File: src/chan2_cfg_pkg.sv
/*
  Register map, field layout and reset values of the channel two
  configuration register bank.
  Assumes a 32-bit AHB-Lite bus with one aligned word per register.
*/
package chan2_cfg_pkg;

  // Register indices; byte address is four times the index
  localparam logic [29:0] CHAN2_INPUT_CONFIG_IDX = 30'h0000_0055;
  localparam logic [29:0] CHAN2_VOLUME_IDX       = 30'h0000_0057;
  localparam logic [29:0] CHAN2_FINE_GAIN_IDX    = 30'h0000_0058;

  // Reset values
  localparam logic [7:0] CHAN2_INPUT_CONFIG_RST = 8'h00;
  localparam logic [7:0] CHAN2_VOLUME_RST       = 8'hA1;
  localparam logic [7:0] CHAN2_FINE_GAIN_RST    = 8'h80;

  // Field positions
  localparam int SRC_MSB = 7;
  localparam int SRC_LSB = 6;
  localparam int CMT_MSB = 3;
  localparam int CMT_LSB = 2;
  localparam int FS_BIT  = 1;
  localparam int BW_BIT  = 0;
  localparam int FG_MSB  = 7;
  localparam int FG_LSB  = 4;

  // Field encodings
  localparam logic [1:0] SRC_DIFFERENTIAL  = 2'h0;
  localparam logic [1:0] SRC_SINGLE_ENDED  = 2'h1;
  localparam logic [1:0] CMT_NARROW        = 2'h0;
  localparam logic [1:0] CMT_MEDIUM        = 2'h1;
  localparam logic [1:0] CMT_RAIL_TO_RAIL  = 2'h2;
  localparam logic       FS_10VRMS         = 1'h0;
  localparam logic       FS_5VRMS          = 1'h1;
  localparam logic       BW_AUDIO_24K      = 1'h0;
  localparam logic       BW_WIDE_96K       = 1'h1;
  localparam logic [7:0] VOL_MUTE_CODE     = 8'h00;
  localparam logic [8:0] VOL_UNITY_CODE    = 9'h0A1;
  localparam logic [4:0] FG_UNITY_CODE     = 5'h08;

  // Register select codes
  localparam logic [1:0] SEL_NONE = 2'h0;
  localparam logic [1:0] SEL_CFG0 = 2'h1;
  localparam logic [1:0] SEL_VOL  = 2'h2;
  localparam logic [1:0] SEL_FG   = 2'h3;

endpackage : chan2_cfg_pkg

File: src/chan2_cfg_regs.sv
/*
  Channel two configuration register bank with AHB-Lite slave port,
  plus the sample-aligned volume and fine gain stage controls.
  Assumes a single bus master, word transfers, and a sample strobe
  from logic on clk_sys.
*/
// Register access over AHB-Lite was chosen for this implementation.
// Contract
// Bits 7-6 select differential or single-ended input
// Software writes only the two usable source codes
// Software writes reserved bits 5-4 as zero
// Bits 3-2 select common-mode tolerance
// Bit 1 selects 10 or 5 Vrms
// Bit 0 selects 24 or 96 kHz bandwidth
// Wide bandwidth only with 40 kilohm input
// Volume code zero mutes the channel
// Volume codes step half decibel around 161
// Volume register at 0x57, resets 0xA1
// Fine gain bits 7-4, 0.1 dB steps
// Fine gain bits 3-0 read zero
// Fine gain register at 0x58, resets 0x80
// Input register at 0x55, resets 0x00
// Gain changes apply from next sample
`timescale 1ns/1ps
module chan2_cfg_regs
  import chan2_cfg_pkg::*;
#(
  parameter int SAMPLE_W = 24
) (
  // Clock and reset
  input  wire logic                       clk_sys,
  input  wire logic                       rst_n,
  // AHB-Lite slave
  input  wire logic                       hsel,
  input  wire logic [31:0]                haddr,
  input  wire logic [1:0]                 htrans,
  input  wire logic                       hwrite,
  input  wire logic [2:0]                 hsize,
  input  wire logic [31:0]                hwdata,
  input  wire logic                       hready,
  output logic                            hreadyout,
  output logic                            hresp,
  output logic [31:0]                     hrdata,
  // Analog front end controls
  output logic [1:0]                      chan2_input_source,
  output logic [1:0]                      chan2_common_mode_tolerance,
  output logic                            chan2_full_scale_select,
  output logic                            chan2_bandwidth_select,
  // Digital volume and gain stage
  output logic [7:0]                      chan2_volume_code,
  output logic [3:0]                      chan2_fine_gain_code,
  output logic                            chan2_mute,
  output logic signed [8:0]               volume_half_db,
  output logic signed [4:0]               fine_gain_tenth_db,
  // Sample path
  input  wire logic                       sample_in_valid,
  input  wire logic [SAMPLE_W-1:0]        sample_in,
  output logic                            sample_out_valid,
  output logic [SAMPLE_W-1:0]             sample_out
);

  // A zero-width sample bus has nothing to mute
  if (SAMPLE_W < 1) begin : g_width_check
    $error("SAMPLE_W must be at least 1");
  end

  typedef struct packed {
    logic [7:0]          cfg0;
    logic [7:0]          vol;
    logic [3:0]          fgain;
    logic                wr_pend;
    logic [1:0]          wr_sel;
    logic [31:0]         rdata;
    logic [7:0]          act_vol;
    logic [3:0]          act_fg;
    logic signed [8:0]   vol_hdb;
    logic signed [4:0]   fg_tdb;
    logic                mute;
    logic                out_valid;
    logic [SAMPLE_W-1:0] out_sample;
  } state_t;

  state_t st_q;
  state_t st_d;
  logic [1:0] addr_sel;

  // Full word-index compare so aliases above the map stay unmapped
  function automatic logic [1:0] decode_sel(input logic [31:0] addr);
    logic [1:0] sel;
    sel = SEL_NONE;
    if (addr[31:2] == CHAN2_INPUT_CONFIG_IDX) begin
      sel = SEL_CFG0;
    end else if (addr[31:2] == CHAN2_VOLUME_IDX) begin
      sel = SEL_VOL;
    end else if (addr[31:2] == CHAN2_FINE_GAIN_IDX) begin
      sel = SEL_FG;
    end
    return sel;
  endfunction : decode_sel

  always_comb begin
    st_d = st_q;
    addr_sel = decode_sel(haddr);
    st_d.wr_pend = 1'b0;
    // Data phase of a write lands here
    if (st_q.wr_pend) begin
      case (st_q.wr_sel)
        SEL_CFG0: begin
          st_d.cfg0 = hwdata[7:0];
        end
        SEL_VOL: begin
          st_d.vol = hwdata[7:0];
        end
        SEL_FG: begin
          st_d.fgain = hwdata[FG_MSB:FG_LSB];
        end
        default: begin
        end
      endcase
    end
    // Address phase; read data built from st_d so a read right after
    // a write to the same register returns the new value
    if (hsel && hready && htrans[1]) begin
      if (hwrite) begin
        st_d.wr_pend = (addr_sel != SEL_NONE);
        st_d.wr_sel  = addr_sel;
      end else begin
        case (addr_sel)
          SEL_CFG0: begin
            st_d.rdata = {24'h000000, st_d.cfg0};
          end
          SEL_VOL: begin
            st_d.rdata = {24'h000000, st_d.vol};
          end
          SEL_FG: begin
            st_d.rdata = {24'h000000, st_d.fgain, 4'h0};
          end
          default: begin
            st_d.rdata = 32'h0000_0000;
          end
        endcase
      end
    end
    // Gain codes move only on a sample boundary, never mid-sample
    st_d.out_valid = sample_in_valid;
    if (sample_in_valid) begin
      st_d.act_vol = st_q.vol;
      st_d.act_fg  = st_q.fgain;
      st_d.vol_hdb = $signed({1'b0, st_q.vol} - VOL_UNITY_CODE);
      st_d.fg_tdb  = $signed({1'b0, st_q.fgain} - FG_UNITY_CODE);
      st_d.mute    = (st_q.vol == VOL_MUTE_CODE);
      if (st_q.vol == VOL_MUTE_CODE) begin
        st_d.out_sample = '0;
      end else begin
        st_d.out_sample = sample_in;
      end
    end
  end

  always_ff @(posedge clk_sys or negedge rst_n) begin
    if (!rst_n) begin
      st_q.cfg0       <= CHAN2_INPUT_CONFIG_RST;
      st_q.vol        <= CHAN2_VOLUME_RST;
      st_q.fgain      <= CHAN2_FINE_GAIN_RST[FG_MSB:FG_LSB];
      st_q.wr_pend    <= 1'b0;
      st_q.wr_sel     <= SEL_NONE;
      st_q.rdata      <= 32'h0000_0000;
      st_q.act_vol    <= CHAN2_VOLUME_RST;
      st_q.act_fg     <= CHAN2_FINE_GAIN_RST[FG_MSB:FG_LSB];
      st_q.vol_hdb    <= 9'sh000;
      st_q.fg_tdb     <= 5'sh00;
      st_q.mute       <= 1'b0;
      st_q.out_valid  <= 1'b0;
      st_q.out_sample <= '0;
    end else begin
      st_q <= st_d;
    end
  end

  // Zero-wait slave, always OKAY
  assign hreadyout = 1'b1;
  assign hresp     = 1'b0;
  assign hrdata    = st_q.rdata;

  assign chan2_input_source          = st_q.cfg0[SRC_MSB:SRC_LSB];
  assign chan2_common_mode_tolerance = st_q.cfg0[CMT_MSB:CMT_LSB];
  assign chan2_full_scale_select     = st_q.cfg0[FS_BIT];
  assign chan2_bandwidth_select      = st_q.cfg0[BW_BIT];
  assign chan2_volume_code           = st_q.act_vol;
  assign chan2_fine_gain_code        = st_q.act_fg;
  assign chan2_mute                  = st_q.mute;
  assign volume_half_db              = st_q.vol_hdb;
  assign fine_gain_tenth_db          = st_q.fg_tdb;
  assign sample_out_valid            = st_q.out_valid;
  assign sample_out                  = st_q.out_sample;

  logic rd_fg;
  logic wr_cfg0;
  assign rd_fg   = hsel && hready && htrans[1] && !hwrite && (addr_sel == SEL_FG);
  assign wr_cfg0 = st_q.wr_pend && (st_q.wr_sel == SEL_CFG0);

  // Address phases taken and data phases landing, per register
  logic wr_vol;
  logic wr_fg;
  logic wr_addr;
  logic rd_addr;
  assign wr_vol  = st_q.wr_pend && (st_q.wr_sel == SEL_VOL);
  assign wr_fg   = st_q.wr_pend && (st_q.wr_sel == SEL_FG);
  assign wr_addr = hsel && hready && htrans[1] && hwrite;
  assign rd_addr = hsel && hready && htrans[1] && !hwrite;
endmodule : chan2_cfg_regs

File: config.mk
export PLATFORM = sky130hd
export DESIGN_NAME = chan2_cfg_regs
export DESIGN_NICKNAME = d
export VERILOG_FILES = /design/src/chan2_cfg_pkg.sv /design/src/chan2_cfg_regs.sv
export SDC_FILE = /design/constraint.sdc
export NUM_CORES = 1
export LEC_CHECK = 0
export ABC_AREA = 1
export BUFFER_PORTS_ARGS = -buffer_cell sky130_fd_sc_hd__buf_4
export CAP_MARGIN = 10
export CORE_MARGIN = 8
export CORE_UTILIZATION = 45
export CTS_BUF_LIST = sky130_fd_sc_hd__clkbuf_8
export DETAILED_ROUTE_END_ITERATION = 16
export PLACE_DENSITY = 0.82
export SLEW_MARGIN = 0
export SYNTH_ARGS = -nofsm -noshare
export SYNTH_HDL_FRONTEND = slang
export SYNTH_SLANG_ARGS = --single-unit
export TNS_END_PERCENT = 30
File: constraint.sdc
create_clock -name clk_sys -period 3.2 [get_ports clk_sys]
set_input_delay 0.64 -clock clk_sys [delete_from_list [all_inputs] [get_ports clk_sys]]
set_output_delay 0.64 -clock clk_sys [all_outputs]
set_load 0.01 [all_outputs]
==> metrics.md, run 1 <==
| Metric | Value |
|---|---|
| CP peak stage delay | `0.57 ns` |
| Via density | `4.727` |
| Required time worst endpoint | `3.49 ns` |
| Total track usage | `0.1437` |
| Commonest non-fill, non-tap cell in the layout | `buf_4` |
| CP endpoint kind | `flip-flop` |
| Sequential power share | `0.510` |
| DR top layer | `met4` |
| Post-Syn Instances | `461` |
| Slew headroom | `0.3667` |
| Lkg Pwr | `2.660 nW` |
| Cell-internal power | `1.579 mW` |
| Clock Power Share | `0.359` |
| Initial DRC Count | `171` |
| Largest net degree at the start of global routing | `80` |
| Final WL | `9.068 mm` |
| Port Buf Inserts | `134` |
| Synth warn | `0` |
| Largest area contributor in the netlist | `dfrtp_1` |
| Dpl hpwl | `6.936 mm` |
| Gates resized, CTS repair | `0` |
| Top post-synthesis cells by area | `dfrtp_1 (43%), buf_4 (16%), nand2_1 (8.8%)` |
| Slowest cell on the critical path | `nor2_2` |
| Worst-path clk slew | `0.08 ns` |
| Hold WS | `0.4441 ns` |
| RSZ-0062 raised after global routing | `no` |
| Pwr dens | `426.9 mW/mm2` |
| Clock latency on the worst-skew pair | `0.34 ns` |
| WP data arrival | `2.04 ns` |
| First-pass GRT wire length | `15.13 mm` |
| Comb power frac | `0.131` |
| Remaining Overflow, GRT | `0` |
| IO Pins | `191` |
| Final worst-path setup slack | `1.448 ns` |
| Vias post-DR | `3049` |
| Worst R2R End | `sample_out[11]` |
| Max-Cap Viols | `0` |
| Max FO, Critical Path | `21` |
| Post-synth ARST share | `1.000` |
| Met2 wire length | `4.169 mm` |
| Critical path type | `in -> reg` |
| Number of global-route vias before repair | `3242` |
| Cell Rows | `35` |
| Initial antenna violation count | `0` |
| Power consumption | `2.085 mW` |
| Achievable Freq | `570.8 MHz` |
| R2R setup slack | `1.65 ns` |
| Routability congestion estimate | `0.8257` |
| Clock Tree Root | `clkbuf_8` |
| CTS tree | `built` |
| TNS Setup | `0 ns` |
| Clk sinks | `79` |
| Final hold viol count | `0` |
| Drc violations | `0` |
| Final nets | `630` |
| Post-Synthesis Cell Area | `0.004177 mm2` |
| Drt first pass iters | `4` |
| Die W | `112.3 um` |
| Core region area | `0.009109 mm2` |
| M1 WL | `4.015 mm` |
| Clock period minus worst slack | `1.752 ns` |
| Synth Register Bits | `79` |
| Post-CTS Setup Inserts | `0` |
| Critical path's most frequent cell | `nand2_1` |
| Core Util, Final | `0.5363` |
| Worst clock skew | `0.01042 ns` |
| Worst-margin pin slew | `0.9499 ns` |
| Average cell area after synthesis | `9.060 um2` |
| Layout cells sized above 1 | `0.3596` |
| N_diodes | `0` |
| Cells on worst reg2reg path | `6` |
| Peak supply drop | `0.1825 mV` |
| P&R area growth vs syn | `16.96%` |
| DIE AREA | `0.01262 mm2` |
| RR Startpoint | `st_q[91]` |
| Worst path cell trace | `buf_4 > nor2_1 > and2_1 > nand2_1 > nor2_2 > nand3_1 > nand3_1 > nand2_1 > nand2_1` |
| Share of Yosys cell area claimed by the top area cell type | `0.4254` |
| Hold Buf Count CTS | `0` |
| Dominant synthesized flop cell | `dfrtp_1` |
| Status | `completed` |
| Worst setup SP type | `primary input` |
| Routed WL per cell | `14.06 um` |
| Clk buf depth | `2` |
| H-Tree Depth | `3` |
| Commonest cells after routing, fill and taps aside | `buf_4 (134), nand2_1 (98), dfrtp_1 (71), nand3_1 (35), inv_1 (28)` |
| Cts bufs inserted | `9` |
| Fin crit share | `0.5475` |
| Post-synthesis sequential area ratio | `0.4757` |
| Pins Over Slew Limit | `0` |
| Met3 wire length | `758 um` |
| Setup violators final | `0` |
| Worst Hold Class | `in -> async` |
| Pre-CTS setup slack | `1.104 ns` |
| Switching share of total power | `0.2426` |
| Initial Utilization | `0.4585` |
| Post-DRT Antenna Nets | `0` |
| Cell variety after synth | `35` |
| Number of enable flip-flop cells after synthesis | `0` |
| Net Sw Power | `506.0 uW` |
| Die Y | `112.3 um` |
[cell families after synthesis]
logic type	synth area share
DFF	0.4757
and+or+nand+nor	0.1989
AOI/OAI and AO/OA	0.1111
adders and majority gates	0.005991
other	0.001798
buffers and inverters	0.2064
[power groups by stage]
| stage | logic (mW) | registers (mW) | clock network, mW |
|---|---|---|---|
| after global placement | 0.271 | 1.08 | 0 |
| final | 0.272 | 1.06 | 0.749 |
| after floorplan | 0.190 | 1.08 | 0 |
| after CTS | 0.277 | 1.06 | 0.769 |
| after global routing | 0.301 | 1.07 | 0.815 |
| after detailed placement | 0.276 | 1.08 | 0 |
[synth_stat cells, types with 2 or more instances]
cell / instances
nand2_2: 4
inv_2: 6
buf_4: 88
buf_2: 5
nand2_4: 3
inv_1: 28
nor2_1: 25
a22o_1: 24
nand2_1: 98
a31oi_1: 3
nand3_1: 35
ha_1: 2
dfrtp_1: 71
dfstp_2: 8
conb_1: 2
and2_1: 2
o21ai_1: 9
nor2_2: 3
clkbuf_1: 6
o21ai_2: 12
o21ai_0: 13
[layout make-up]
| cell class | instances | area [um2] |
|---|---|---|
| inverters | 34 | 127.6 |
| well taps | 111 | 138.9 |
| clock inverters | 5 | 56.30 |
| clock buffers | 11 | 151.4 |
| repair buffers | 134 | 1006 |
| multi-input cells | 271 | 1418 |
| flip-flops and latches | 79 | 1987 |
| fillers | 846 | 4224 |
[worst max-delay path by stage]
stage                end      start  cells past startpoint
6_report       hrdata[6]  haddr[27]                      9
5_1_grt        hrdata[5]  haddr[25]                      9
4_1_cts        hrdata[6]  haddr[29]                      9
3_5_place_dp   hrdata[6]  haddr[29]                      9
3_3_place_gp   hrdata[4]  haddr[27]                      9
2_1_floorplan  hrdata[4]  haddr[10]                      9
[state kept, by name, indices dropped and copies added, names as in the netlist]
register and cells:
volume_half_db 9, hrdata 8, chan2_mute 1, fine_gain_tenth_db 1, sample_out 24, chan2_volume_code 8, chan2_full_scale_select 1, chan2_common_mode_tolerance 2
chan2_input_source 2, st_q 17, sample_out_valid 1, chan2_fine_gain_code 4, chan2_bandwidth_select 1
[through the flow]
stage	cells	cell area [um2]
6_report	645	4885
5_1_grt	645	4885
4_1_cts	645	4885
3_5_place_dp	629	4677
3_3_place_gp	629	4677
2_1_floorplan	485	4267
[routing by layer]
layer,GRT usage,vias up
li1,-,1508
met1,0.1774,1399
met2,0.2264,129
met3,0.05207,13
met4,0.05126,0
met5,0,-
[worst max-delay path: cells and delay by family]
family                 cells  cell delay [ns]
AND/OR/NAND/NOR            8             1.30
buffers and inverters      1             0.11
No activity file was read; power rests on OpenSTA's default activity.
==> run 2, diff against run 1 <==
--- a/config.mk
+++ b/config.mk
@@ -9,10 +9,10 @@
 export BUFFER_PORTS_ARGS = -buffer_cell sky130_fd_sc_hd__buf_4
 export CAP_MARGIN = 10
 export CORE_MARGIN = 8
-export CORE_UTILIZATION = 45
+export CORE_UTILIZATION = 44
 export CTS_BUF_LIST = sky130_fd_sc_hd__clkbuf_8
 export DETAILED_ROUTE_END_ITERATION = 16
-export PLACE_DENSITY = 0.82
+export PLACE_DENSITY = 0.84
 export SLEW_MARGIN = 0
 export SYNTH_ARGS = -nofsm -noshare
 export SYNTH_HDL_FRONTEND = slang
==> constraint.sdc (replaced) <==
create_clock -name clk_sys -period 1.5 [get_ports clk_sys]
set_input_delay 0.3 -clock clk_sys [delete_from_list [all_inputs] [get_ports clk_sys]]
set_output_delay 0.3 -clock clk_sys [all_outputs]
set_load 0.01 [all_outputs]
==> run 2 against run 1 <==
Register-to-register slack got worse by 1.6 ns. Count of clock-buffer cells in the layout shrank 1. Clock skew is 0.0032 ns lower. Sequential power is 110% higher. Die area grew 1.9%. Hold slack got worse by 0.28 ns. Critical endpoint is now sample_out[10]. Largest power group unchanged.
==> metrics.md, run 2 (synthesis results as in run 1) <==
| Metric | Value |
|---|---|
| Clock period minus worst slack | `1.401 ns` |
| Worst-path clk slew | `0.08 ns` |
| Die W | `113.4 um` |
| Initial antenna violation count | `0` |
| TNS Setup | `0 ns` |
| Final WL | `9.639 mm` |
| Worst R2R End | `sample_out[10]` |
| Achievable Freq | `713.9 MHz` |
| Critical path depth in cells | `7` |
| Critical path type | `reg -> reg` |
| DIE AREA | `0.01287 mm2` |
| Hold Crit Depth | `2` |
| Final instance area | `0.005125 mm2` |
| Drc violations | `0` |
| Remaining Overflow, GRT | `0` |
| Largest net degree at the start of global routing | `32` |
| Final hold viol count | `0` |
| Final nets | `642` |
| Required time worst endpoint | `1.78 ns` |
| Vias post-DR | `3183` |
| Register area | `0.001987 mm2` |
| Routability congestion estimate | `0.8337` |
| Clk buf depth | `2` |
| Crit. Startpoint | `st_q[91]` |
| Lkg Pwr | `2.770 nW` |
| Clock latency on the worst-skew pair | `0.35 ns` |
| Total track usage | `0.1523` |
| Port Buf Inserts | `134` |
| Cell Rows | `35` |
| Max reg flops | `24` |
| Cells on worst reg2reg path | `7` |
| Number of fill cells | `812` |
| Status | `completed` |
| Die Y | `113.4 um` |
| Commonest non-fill, non-tap cell in the layout | `buf_4` |
| Clk sinks | `79` |
| Clock Tree Root | `clkbuf_8` |
| RSZ-0062 raised after global routing | `yes` |
| Setup violators final | `0` |
| Worst Hold Class | `in -> reg` |
| Max-Cap Viols | `0` |
| Initial Utilization | `0.4520` |
| Post-DRT Antenna Nets | `0` |
| Power consumption | `4.815 mW` |
| Multi-input logic area | `0.001418 mm2` |
| Pwr dens | `939.4 mW/mm2` |
| Dpl hpwl | `7.323 mm` |
| Routed WL per cell | `14.28 um` |
| Layout cells sized above 1 | `0.3700` |
| Drt first pass iters | `4` |
| RR Startpoint | `st_q[91]` |
| Worst setup SP type | `flip-flop` |
| H-Tree Depth | `3` |
| Max FO, Critical Path | `25` |
| N_diodes | `0` |
| IO Pins | `191` |
| Slowest cell on the critical path | `dfstp_2` |
| CP endpoint kind | `flip-flop` |
| Fin crit share | `0.9338` |
| Critical path's most frequent cell | `inv_2` |
| Worst clock skew | `0.007211 ns` |
| R2R setup slack | `0.1 ns` |
| CTS tree | `built` |
| Peak supply drop | `0.4935 mV` |
| Cell family with most CP delay | `flip-flops` |
| Placed Area | `0.004827 mm2` |
| Number of global-route vias before repair | `3326` |
| Cts bufs inserted | `9` |
| Pins Over Slew Limit | `0` |
| Core region area | `0.009240 mm2` |
| Commonest cells after routing, fill and taps aside | `buf_4 (138), nand2_1 (98), dfrtp_1 (71), nand3_1 (35), inv_1 (29)` |
| Worst path cell trace | `inv_2 > ha_1 > nand2_1 > o21ai_1 > inv_2 > buf_12 > a22o_1` |
| Worst path bufs/invs | `3` |
| CP peak stage delay | `0.56 ns` |
| First-pass GRT wire length | `15.81 mm` |
| Initial DRC Count | `258` |
| WP data arrival | `1.68 ns` |
| P&R area growth vs syn | `22.71%` |
| Crit path to | `sample_out[10]` |
| Via density | `4.716` |
[run 2: changes by cell type in the layout (fill, tap and decap cells not counted), sizes merged]
| cell | delta |
|---|---|
| clkinvlp | -1 |
| inv | +2 |
| clkbuf | -1 |
| dlygate4sd3 | +1 |
| bufinv | +2 |
| buf | +11 |
| clkinv | -2 |
[run 2: per-stage QoR]
stage	hold WS, ns	setup slack [ns]	instances	utilization
4_1_cts	0.1454	0.03203	671	0.5500
3_3_place_gp	0.2277	-0.0003896	654	0.5224
5_1_grt	0.1395	-0.02307	675	0.5546
3_5_place_dp	0.2388	-0.01214	654	0.5224
2_1_floorplan	0.004409	0.1605	485	-
6_report	0.1657	0.09923	675	0.5546
[run 2: how the worst min path moves through the flow]
| stage | start | slack (ns) | to |
|---|---|---|---|
| 2_1_floorplan | rst_n | 0.004 | chan2_bandwidth_select |
| 3_3_place_gp | rst_n | 0.23 | sample_out_valid |
| 3_5_place_dp | rst_n | 0.24 | chan2_mute |
| 4_1_cts | sample_in[4] | 0.15 | sample_out[4] |
| 5_1_grt | sample_in[23] | 0.14 | sample_out[23] |
| 6_report | sample_in[21] | 0.17 | sample_out[21] |
[run 2: final cells by class]
| cell class | instances | area share |
|---|---|---|
| Sequential cell | 79 | 0.3877 |
| Multi-Input combinational cell | 271 | 0.2766 |
| Timing Repair Buffer | 146 | 0.2314 |
| Tap cell | 129 | 0.03149 |
| Clock buffer | 10 | 0.02686 |
| Inverter | 34 | 0.02490 |
| Clock inverter | 6 | 0.02100 |
[run 2: routing by layer]
metal	wire length (um)	track usage
met1	4214	0.1848
met2	4417	0.2393
met3	879	0.05705
met4	129	0.06217
met5	0	0
[run 2: what timing repair did]
action	4_1_cts	5_1_grt
endpoints found under the setup margin	0	13
hold buffers	1	0
buffers inserted	0	4
hold endpoints to repair	20	0
gates resized for setup	0	0
[run 2: power by group]
group / total [mW] / switching, mW / internal [mW]
clock: 1.92 / 0.773 / 1.15
combinational: 0.621 / 0.300 / 0.321
sequential: 2.27 / 0.0522 / 2.22
total: 4.81 / 1.12 / 3.69
